**src/access_fault_logger_map.vh**
```
// register offsets, field positions and reset values of the fault logger
`ifndef ACCESS_FAULT_LOGGER_MAP_VH
`define ACCESS_FAULT_LOGGER_MAP_VH

`define AFL_ADDR_W           8
`define AFL_OPERATING_MODE   8'h70
`define AFL_SOURCE_TARGET    8'h80
`define AFL_ACCESS_KIND      8'h81
`define AFL_STATUS_HIGH      8'h82
`define AFL_STATUS_LOW       8'h83
`define AFL_PC_HIGH          8'h85
`define AFL_PC_MID           8'h86
`define AFL_PC_LOW           8'h87
`define AFL_IRQ_STATUS       8'h90
`define AFL_IRQ_MASK         8'h91

`define AFL_MODE_BIT         7
`define AFL_USER_BIT         7
`define AFL_XMASK_BIT        6
`define AFL_IMASK_BIT        4
`define AFL_CLEAR_BYTE       8'hff
`define AFL_ZERO_BYTE        8'h00

`define AFL_INIT_CPU         4'h1
`define AFL_INIT_CONV        4'h3
`define AFL_ERR_ILLEGAL      4'h1
`define AFL_ERR_ECC          4'h2

`define AFL_EV_LOGGED        0
`define AFL_EV_DROPPED       1
`define AFL_EV_MODE          2
`define AFL_EV_W             3

`endif

```
**src/access_fault_logger.v**
```verilog
// mode capture and first access violation logger with register port
//
// Decided for this implementation: the strobed register port.
`timescale 1ns/1ps
`include "access_fault_logger_map.vh"
module access_fault_logger #(
	parameter PC_W = 24
) (
	input  wire                   sys_clk_i,
	input  wire                   reset_n_i,
	input  wire                   mode_pin_i,
	input  wire                   stop_mode_i,
	input  wire                   viol_valid_i,
	input  wire [3:0]             viol_initiator_i,
	input  wire [3:0]             viol_target_i,
	input  wire [3:0]             viol_access_i,
	input  wire [3:0]             viol_type_i,
	input  wire [PC_W-1:0]        cpu_pc_i,
	input  wire                   cpu_user_i,
	input  wire                   cpu_x_mask_i,
	input  wire                   cpu_i_mask_i,
	input  wire [`AFL_ADDR_W-1:0] reg_addr_i,
	input  wire [7:0]             reg_wdata_i,
	input  wire                   reg_wr_i,
	input  wire                   reg_rd_i,
	output reg  [7:0]             reg_rdata_o,
	output reg                    mode_select_bit_o,
	output reg                    log_active_o,
	output reg                    irq_o
);

	////////////////////////////////////////////////////////////////////////
	// state
	reg                      mode_select_bit_r;
	reg                      mode_armed_r;
	reg  [7:0]               source_target_r;
	reg  [7:0]               access_kind_r;
	reg                      clear_half_r;
	reg  [`AFL_EV_W-1:0]     irq_status_r;
	reg  [`AFL_EV_W-1:0]     irq_mask_r;
	reg  [`AFL_EV_W-1:0]     irq_status_nxt;
	reg  [7:0]               rdata_nxt;
	wire [PC_W-1:0]          captured_program_counter;
	wire [2:0]               captured_flags;
	wire                     log_empty;
	wire                     capture;
	wire                     accepted;
	wire                     wr_high;
	wire                     wr_low;
	wire                     clear_log;
	wire                     mode_write;
	wire                     mode_change;

	////////////////////////////////////////////////////////////////////////
	// decode
	assign log_empty   = (source_target_r == `AFL_ZERO_BYTE) &&
	                     (access_kind_r == `AFL_ZERO_BYTE);
	// only cpu and converter paths are logged; stop mode shuts capture
	assign accepted    = viol_valid_i && !stop_mode_i &&
	                     (viol_initiator_i == `AFL_INIT_CPU ||
	                      viol_initiator_i == `AFL_INIT_CONV) &&
	                     (viol_type_i == `AFL_ERR_ILLEGAL ||
	                      viol_type_i == `AFL_ERR_ECC);
	assign capture     = accepted && log_empty;
	assign wr_high     = reg_wr_i && reg_addr_i == `AFL_SOURCE_TARGET;
	assign wr_low      = reg_wr_i && reg_addr_i == `AFL_ACCESS_KIND;
	// clear needs ff to the high byte followed by ff to the low byte
	assign clear_log   = wr_low && reg_wdata_i == `AFL_CLEAR_BYTE &&
	                     clear_half_r;
	assign mode_write  = reg_wr_i && reg_addr_i == `AFL_OPERATING_MODE;
	// special mode is 0; the sole legal move sets the bit to 1
	assign mode_change = mode_write && !mode_select_bit_r &&
	                     reg_wdata_i[`AFL_MODE_BIT];

	////////////////////////////////////////////////////////////////////////
	// mode bit: strap caught on first clocked edge after reset release
	always @(posedge sys_clk_i or negedge reset_n_i) begin
		if (!reset_n_i) begin
			mode_armed_r      <= 1'b0;
			mode_select_bit_r <= 1'b0;
		end else begin
			mode_armed_r <= 1'b1;
			if (!mode_armed_r) begin
				mode_select_bit_r <= mode_pin_i;
			end else if (mode_change) begin
				mode_select_bit_r <= 1'b1;
			end
		end
	end

	////////////////////////////////////////////////////////////////////////
	// error code bytes; a new capture beats a clear in the same cycle
	always @(posedge sys_clk_i or negedge reset_n_i) begin
		if (!reset_n_i) begin
			source_target_r <= `AFL_ZERO_BYTE;
			access_kind_r   <= `AFL_ZERO_BYTE;
			clear_half_r    <= 1'b0;
		end else begin
			if (wr_high) begin
				clear_half_r <= (reg_wdata_i == `AFL_CLEAR_BYTE);
			end else if (reg_wr_i) begin
				clear_half_r <= 1'b0;
			end
			if (capture) begin
				source_target_r <= {viol_initiator_i,
				                    viol_target_i};
				access_kind_r   <= {viol_access_i,
				                    viol_type_i};
			end else if (clear_log) begin
				source_target_r <= `AFL_ZERO_BYTE;
				access_kind_r   <= `AFL_ZERO_BYTE;
			end
		end
	end

	////////////////////////////////////////////////////////////////////////
	// captured pc and status, loaded with the error code only
	// contents after a clear are stale, not scrubbed, saving a clear path
	fault_capture_reg #(
		.WIDTH (PC_W)
	) u_pc_capture (
		.sys_clk_i (sys_clk_i),
		.reset_n_i (reset_n_i),
		.load_i    (capture),
		.data_i    (cpu_pc_i),
		.data_o    (captured_program_counter)
	);

	fault_capture_reg #(
		.WIDTH (3)
	) u_flag_capture (
		.sys_clk_i (sys_clk_i),
		.reset_n_i (reset_n_i),
		.load_i    (capture),
		.data_i    ({cpu_user_i, cpu_x_mask_i, cpu_i_mask_i}),
		.data_o    (captured_flags)
	);

	////////////////////////////////////////////////////////////////////////
	// interrupt status: set wins over write-one-to-clear
	always @* begin
		irq_status_nxt = irq_status_r;
		if (reg_wr_i && reg_addr_i == `AFL_IRQ_STATUS) begin
			irq_status_nxt = irq_status_r & ~reg_wdata_i[`AFL_EV_W-1:0];
		end
		if (capture) begin
			irq_status_nxt[`AFL_EV_LOGGED] = 1'b1;
		end
		if (accepted && !log_empty) begin
			irq_status_nxt[`AFL_EV_DROPPED] = 1'b1; // log held
		end
		if (mode_change && mode_armed_r) begin
			irq_status_nxt[`AFL_EV_MODE] = 1'b1;
		end
	end

	always @(posedge sys_clk_i or negedge reset_n_i) begin
		if (!reset_n_i) begin
			irq_status_r <= {`AFL_EV_W{1'b0}};
			irq_mask_r   <= {`AFL_EV_W{1'b0}};
		end else begin
			irq_status_r <= irq_status_nxt;
			if (reg_wr_i && reg_addr_i == `AFL_IRQ_MASK) begin
				irq_mask_r <= reg_wdata_i[`AFL_EV_W-1:0];
			end
		end
	end

	////////////////////////////////////////////////////////////////////////
	// read mux; anything unmapped reads zero
	always @* begin
		rdata_nxt = 8'h00;
		case (reg_addr_i)
			`AFL_OPERATING_MODE: rdata_nxt = {mode_select_bit_r, 7'h00};
			`AFL_SOURCE_TARGET:  rdata_nxt = source_target_r;
			`AFL_ACCESS_KIND:    rdata_nxt = access_kind_r;
			`AFL_STATUS_HIGH:    rdata_nxt = {captured_flags[2], 7'h00};
			`AFL_STATUS_LOW:     rdata_nxt = {1'b0, captured_flags[1],
			                                  1'b0, captured_flags[0],
			                                  4'h0};
			`AFL_PC_HIGH:        rdata_nxt = captured_program_counter[23:16];
			`AFL_PC_MID:         rdata_nxt = captured_program_counter[15:8];
			`AFL_PC_LOW:         rdata_nxt = captured_program_counter[7:0];
			`AFL_IRQ_STATUS:     rdata_nxt = {5'h00, irq_status_r};
			`AFL_IRQ_MASK:       rdata_nxt = {5'h00, irq_mask_r};
			default:             rdata_nxt = 8'h00;
		endcase
	end

	////////////////////////////////////////////////////////////////////////
	// registered outputs
	always @(posedge sys_clk_i or negedge reset_n_i) begin
		if (!reset_n_i) begin
			reg_rdata_o       <= 8'h00;
			mode_select_bit_o <= 1'b0;
			log_active_o      <= 1'b0;
			irq_o             <= 1'b0;
		end else begin
			reg_rdata_o       <= reg_rd_i ? rdata_nxt : 8'h00;
			mode_select_bit_o <= mode_select_bit_r;
			log_active_o      <= !log_empty;
			irq_o             <= |(irq_status_nxt & irq_mask_r);
		end
	end

endmodule

```
**src/fault_capture_reg.v**
```verilog
// parameter-width capture register that loads only on a capture strobe
`timescale 1ns/1ps
module fault_capture_reg #(
	parameter WIDTH = 8
) (
	input  wire             sys_clk_i,
	input  wire             reset_n_i,
	input  wire             load_i,
	input  wire [WIDTH-1:0] data_i,
	output reg  [WIDTH-1:0] data_o
);

	// held value changes only when the log arms a new capture
	always @(posedge sys_clk_i or negedge reset_n_i) begin
		if (!reset_n_i) begin
			data_o <= {WIDTH{1'b0}};
		end else if (load_i) begin
			data_o <= data_i;
		end
	end

endmodule

```
**config.mk**
```make
export PLATFORM = sky130hd
export DESIGN_NAME = access_fault_logger
export DESIGN_NICKNAME = d
export VERILOG_FILES = /design/src/access_fault_logger.v /design/src/fault_capture_reg.v
export VERILOG_INCLUDE_DIRS = /design/src
export SDC_FILE = /design/constraint.sdc
export NUM_CORES = 1
export LEC_CHECK = 0
export BUFFER_PORTS_ARGS = -buffer_cell sky130_fd_sc_hd__clkbuf_2
export CORE_ASPECT_RATIO = 1.2
export CORE_MARGIN = 2
export CORE_UTILIZATION = 45
export CTS_BUF_LIST = sky130_fd_sc_hd__clkbuf_2
export DETAILED_ROUTE_END_ITERATION = 7
export GPL_ROUTABILITY_DRIVEN = 0
export GPL_TIMING_DRIVEN = 1
export HOLD_SLACK_MARGIN = 0.02
export PLACE_DENSITY_LB_ADDON = 0.05
export SYNTH_ARGS = -nofsm -noshare
export SYNTH_HDL_FRONTEND = slang
export SYNTH_SLANG_ARGS = --single-unit
```
**constraint.sdc**
```tcl
create_clock -name sys_clk_i -period 4.3 [get_ports sys_clk_i]
set_input_delay 1.29 -clock sys_clk_i [delete_from_list [all_inputs] [get_ports sys_clk_i]]
set_output_delay 1.29 -clock sys_clk_i [all_outputs]
set_load 0.01 [all_outputs]
```
======== Word-level counts from Yosys, hierarchy flattened ========
Cells that the tools add are included.
storage, ports and cells
  register bits after elaboration ......... 63
  latch bits .............................. 0
  bits in writable memories ............... 0
  memory bits (read-only) ................. 0
  input port bits ......................... 66
  output and inout bits ................... 11
  memories kept ........................... 0
operators by class
  $add $sub $neg .......................... 0
  $mul .................................... 0
  divide/modulo/power cells ............... 0
  $lt $le $gt $ge ......................... 0
  equal/unequal tests ..................... 16
  shift operators ......................... 0
  multiplexer cells ....................... 13
  bitwise gates (word level) .............. 3
  reduce and logical (&&, ||, !) cells .... 26
operator list
  operator                                                count
  == test 8 bit (second input constant)                   10
  one-hot mux 8 bit (10 select lines)                     1
  2-to-1 mux 8 bit                                        4
  logical AND 1 bit                                       16
  logical NOT 8 bit                                       2
  == test 4 x 1 -> 1 bit (second input constant)          2
  == test 4 x 2 -> 1 bit (second input constant)          2
  == test 8 x 7 -> 1 bit (second input constant)          1
  2-to-1 mux 1 bit                                        7
  bitwise AND 3 bit                                       2
  nonzero test 2 bit                                      2
  logical NOT 1 bit                                       3
  2-to-1 mux 3 bit                                        1
  NOT 3 bit                                               1
  OR reduction 3 bit                                      1
  logical OR 1 bit                                        2
  inequality test 2 x 1 -> 1 bit (second input constant)  1

======== Longest topological paths before layout ========
  depth in word-level cells ............... 8
  depth in mapped cells ................... 7
  gate-level depth less buffers ........... 5

======== Cells and area by module ========
A second synthesis with hierarchy kept.
second synthesis, totals
  cell total of the unflattened synthesis .. 222
  area total of the unflattened synthesis .. 2965.3 um^2
modules (own cells, without submodules)
  module                              instances  cells each  area each (um^2)  sequential area each (um^2)
  access_fault_logger                 1          165         1859.3            900.9
  fault_capture_reg (u_pc_capture)    1          51          997.2             600.6
  fault_capture_reg (u_flag_capture)  1          6           108.9             75.1

======== Worst setup path before layout ========
Ideal clock, no wire load.
  path kind ............................... in2reg
  start ................................... input port viol_initiator_i[2]
  end ..................................... register u_flag_capture.data_o[2]
  library setup time ...................... 0.125 ns
  arrival time ............................ 2.842 ns
  path slack .............................. 1.333 ns
  stages on the path ...................... 6
  cell sequence ........................... or4b_1 -> nor4b_2 -> and3b_1 -> buf_4 -> buf_4 -> mux2_2
between the ends
  longest elaborated chain between the ends .. 5
RTL lines
  element                                                                     line                      text
  start: declaration                                                          access_fault_logger.v:14  input wire [3:0] viol_initiator_i,
  == test 4 x 1 -> 1 bit (no line) or == test 4 x 2 -> 1 bit (tied branches)  n/a
  logical OR 1 bit (no line) *                                                n/a
  logical AND 1 bit * (2 in a row)                                            access_fault_logger.v:59  assign accepted = viol_valid_i && !stop_mode_i &&
  logical AND 1 bit *                                                         access_fault_logger.v:64  assign capture = accepted && log_empty;
  end signal: assignment                                                      fault_capture_reg.v:16    data_o <= {WIDTH{1'b0}};
  end signal: assignment                                                      fault_capture_reg.v:18    data_o <= data_i;
  end: declaration                                                            fault_capture_reg.v:10    output reg [WIDTH-1:0] data_o
Every way passes the cells marked *; elsewhere a longest branch is shown, timed or not.
A chain may end at the register's enable or synchronous reset.

======== Final worst setup path ========
  start ................................... input port reg_addr_i[5]
  end ..................................... register reg_rdata_o[5]
between the ends
  longest elaborated chain between the ends .. 3
RTL lines
  element                                                  line                       text
  start: declaration                                       access_fault_logger.v:22   input wire [`AFL_ADDR_W-1:0] reg_addr_i,
  == test 8 bit or == test 8 x 7 -> 1 bit (tied branches)  access_fault_logger.v:173  case (reg_addr_i)
  one-hot mux 8 bit (10 select lines) *                    access_fault_logger.v:173
  2-to-1 mux 8 bit *                                       access_fault_logger.v:199  reg_rdata_o <= reg_rd_i ? rdata_nxt : 8'h00;
  end signal: assignment                                   access_fault_logger.v:199
  end: declaration                                         access_fault_logger.v:26   output reg [7:0] reg_rdata_o,
Marked as above.

==> impl_results.md <==
- Status: finished clean
- Peak supply drop: 0.000234 V
- Num CTS Buffers: 9
- Worst setup EP type: register
- Multi-input gate area: 1220 µm²
- CTS tree: yes
- IO Count: 77
- Critical hold path startpoint: mode_armed_r$_DFF_PN0_
- GRT Total Usage: 21.0%
- P_leak: 0.00166 µW
- R2R cell count: 6
- Tcrit/Tclk final: 66.7%
- Switching Share: 27.9%
- Setup_tns: 0 ps
- Final Non-Filler Cells: 388
- Area of the core: 6090 µm²
- Worst r2r src: source_target_r[3]$_DFFE_PN0P_
- Share of layout cells above drive strength 1: 43.5%
- Post-Syn Instances: 223
- Height of the chip: 91.5 µm
- Max Cap Viol: 0
- Syn avg cell area: 12.9 µm²
- Nets: 368
- Critical path capture point: reg_rdata_o[5]$_DFF_PN0_
- Cts repair resizes: 0
- Internal: 783 µW
- Req. time, crit path: 4730 ps
- Initial antenna violation count: 0
- Max Freq: 349 MHz
- Total setup buffers inserted after CTS: 0
- Largest net degree at the start of global routing: 33
- Critical Path Fanout Max: 14
- Seq/Total Area, Yosys: 54.9%
- Worst slew margin: 45.1%
- Via count: 2196
- Layout area overhead: 18.0%
- Antenna Nets Post-Route: 0
- Fill count: 572
- Clk sinks: 63
- Gr ovfl total: 0
- Final Total Pwr: 1090 µW
- Final wirelength: 6930 µm
- Comb pwr share: 12.7%
- FP Rows: 31
- First-pass GRT wire length: 11200 µm
- FF+latch area: 1580 µm²
- Root buf cell: clkbuf_2
- RSZ-0062 raised after global routing: false
- Clock power share: 25.5%
- Worst-path clk slew: 150 ps
- Endpoints failing setup: 0
- Vias in the first global route: 2209
- Mapped cell area: 2870 µm²
- Die Wd: 76.9 µm
- Port bufs: 76
- Number of distinct library cells after synthesis: 50
- Average wire per standard cell: 17.8 µm
- DRC: 0
- CTS max path bufs: 2
- Final worst path period need: 2870 ps
- Dpl cells: 373
- Critical R2R Capture: source_target_r[2]$_DFFE_PN0P_
- Antenna Cells: 0
- Via density: 5.66
- Crit path from: reg_addr_i[5]
- Pwr dens: 320 nW/µm²
- Count of pins over their slew limit: 0
- Final hold vios: 0
- Die area: 7040 µm²
- First drt pass iteration count: 5
- Hold Buf Count CTS: 0
- Clock skew: 19.5 ps
- Crit path launch type: input pin
- Hold Crit Class: reg2reg
- Sequential share of power: 61.8%
- Final hold slack: 477 ps
- Crit Path Class: in2reg
- Number of synthesis warnings: 0
- R2R Setup Slk: 2140 ps
- Psw: 303 µW
- Starting DRT DRC Count: 135
- CTS H-tree depth: 3
- Initial core utilization: 47.2%
- Worst-margin pin slew: 823 ps
- Syn_nets: 289
- Synthesized flop and latch total: 63
- Clock latency on the worst-skew pair: 480 ps
- Worst EP arrival: 3290 ps
- HPWL Detailed: 5040 µm
==> worst min path at each step <==
stage                                          to  slack, ps  cells past startpoint
floorplan             mode_select_bit_o$_DFF_PN0_        400                      0
global placement    mode_select_bit_r$_DFFE_PN0P_        440                      1
detailed placement    mode_select_bit_o$_DFF_PN0_        450                      0
CTS                 mode_select_bit_r$_DFFE_PN0P_        480                      1
global route          mode_select_bit_o$_DFF_PN0_        490                      0
finish              mode_select_bit_r$_DFFE_PN0P_        480                      1
==> cell type report <==
class,instances,area share [%]
Timing Repair Buffer,79,12.3
Sequential cell,63,46.5
Inverter,1,0.111
Clock buffer,10,1.48
Clock inverter,5,0.775
Tap cell,82,3.03
Multi-Input combinational cell,148,35.9
==> routing by layer <==
layer	part of all wire (%)	up-vias	global-route usage, %
met2	49	80	32.6
met4	1.9	0	8.64
li1	-	1011	-
met1	42	1094	27.1
met3	7.1	11	6.86
met5	0	-	0
==> cell families (layout without fill, tap and decap cells) <==
logic type             count (synthesis)  in the layout  synth area share (%)
multiplexers                          35             35                  13.6
other                                  1              1                 0.131
XOR/XNOR                               1              1                 0.305
AND/OR/NAND/NOR                       58             58                  13.5
flip-flops                            63             63                  54.9
AO/OA/AOI/OAI                         53             53                  14.9
buffers and inverters                 12             95                  2.79
==> cell usage in the layout, fill, tap and decap left out, drive strengths merged, types with 4 or more instances in the layout <==
cell / instances
mux2: 32
clkinv: 4
nand2: 9
o21ai: 6
o21a: 4
nand3: 6
clkbuf: 86
dfrtp: 63
and2: 5
nor2: 9
nor4: 6
a22o: 19
a22oi: 5
nor2b: 4
==> power groups by stage <==
| stage | registers, µW | clock network (µW) | logic [µW] |
|---|---|---|---|
| 3_3_place_gp | 682 | 0 | 136 |
| 5_1_grt | 677 | 315 | 151 |
| 3_5_place_dp | 682 | 0 | 138 |
| 4_1_cts | 671 | 287 | 139 |
| 6_report | 671 | 277 | 137 |
| 2_1_floorplan | 673 | 0 | 68.9 |
==> critical path: stages <==
cell and delay [ps]:
clkbuf_2 90, or4b_1 700, nor3b_4 600, nand2_1 230
nor3b_1 240, o21a_1 150
==> synthesized netlist by cell type (all sizes together) <==
| cell type | count | area [µm²] |
|---|---|---|
| conb | 1 | 3.75 |
| buf | 8 | 65.1 |
| a32o | 1 | 10.0 |
| a21o | 2 | 15.0 |
| a22o | 19 | 166 |
| mux2 | 32 | 360 |
| nor3 | 3 | 20.0 |
| a221oi | 1 | 8.76 |
| nor4 | 6 | 52.6 |
| nand4bb | 1 | 11.3 |
| o21ai | 6 | 30.0 |
| o21a | 4 | 30.0 |
| and4b | 1 | 10.0 |
| or4b | 2 | 20.0 |
| xor2 | 1 | 8.76 |
| dfrtp | 63 | 1580 |
| and3b | 1 | 8.76 |
| a32oi | 2 | 17.5 |
| a21boi | 3 | 22.5 |
| a31oi | 2 | 18.8 |
| o31a | 1 | 8.76 |
| o211ai | 1 | 7.51 |
| a22oi | 5 | 37.5 |
| nand2 | 9 | 33.8 |
| a222oi | 3 | 30.0 |
| and3 | 1 | 6.26 |
| or4 | 1 | 11.3 |
| a221o | 1 | 10.0 |
| a21oi | 1 | 5.00 |
| a31o | 1 | 8.76 |
| inv | 1 | 3.75 |
| nand4b | 2 | 17.5 |
| nor4b | 1 | 15.0 |
| nor2b | 4 | 25.0 |
| and2 | 5 | 31.3 |
| nand3 | 6 | 30.0 |
| mux2i | 3 | 30.0 |
| nor3b | 3 | 33.8 |
| clkbuf | 3 | 11.3 |
| nand2b | 1 | 6.26 |
| nand4 | 2 | 12.5 |
| nor2 | 9 | 41.3 |
==> stage by stage <==
step / setup slack [ps] / utilization [%] / area (µm²)
final: 1430 / 55.7 / 3390
after global routing: 1330 / 55.7 / 3390
after CTS: 1490 / 55.7 / 3390
after detailed placement: 965 / 54.4 / 3310
after global placement: 1020 / 54.4 / 3310
after floorplan: 1330 / - / 2870
==> state kept, by name (all words and copies together), names as in the netlist, 3 cells and up <==
| signal | flops |
|---|---|
| u_pc_capture.data_o | 24 |
| u_flag_capture.data_o | 3 |
| irq_mask_r | 3 |
| source_target_r | 8 |
| reg_rdata_o | 8 |
| access_kind_r | 8 |
| irq_status_r | 3 |
No activity file was read; power rests on OpenSTA's default activity.
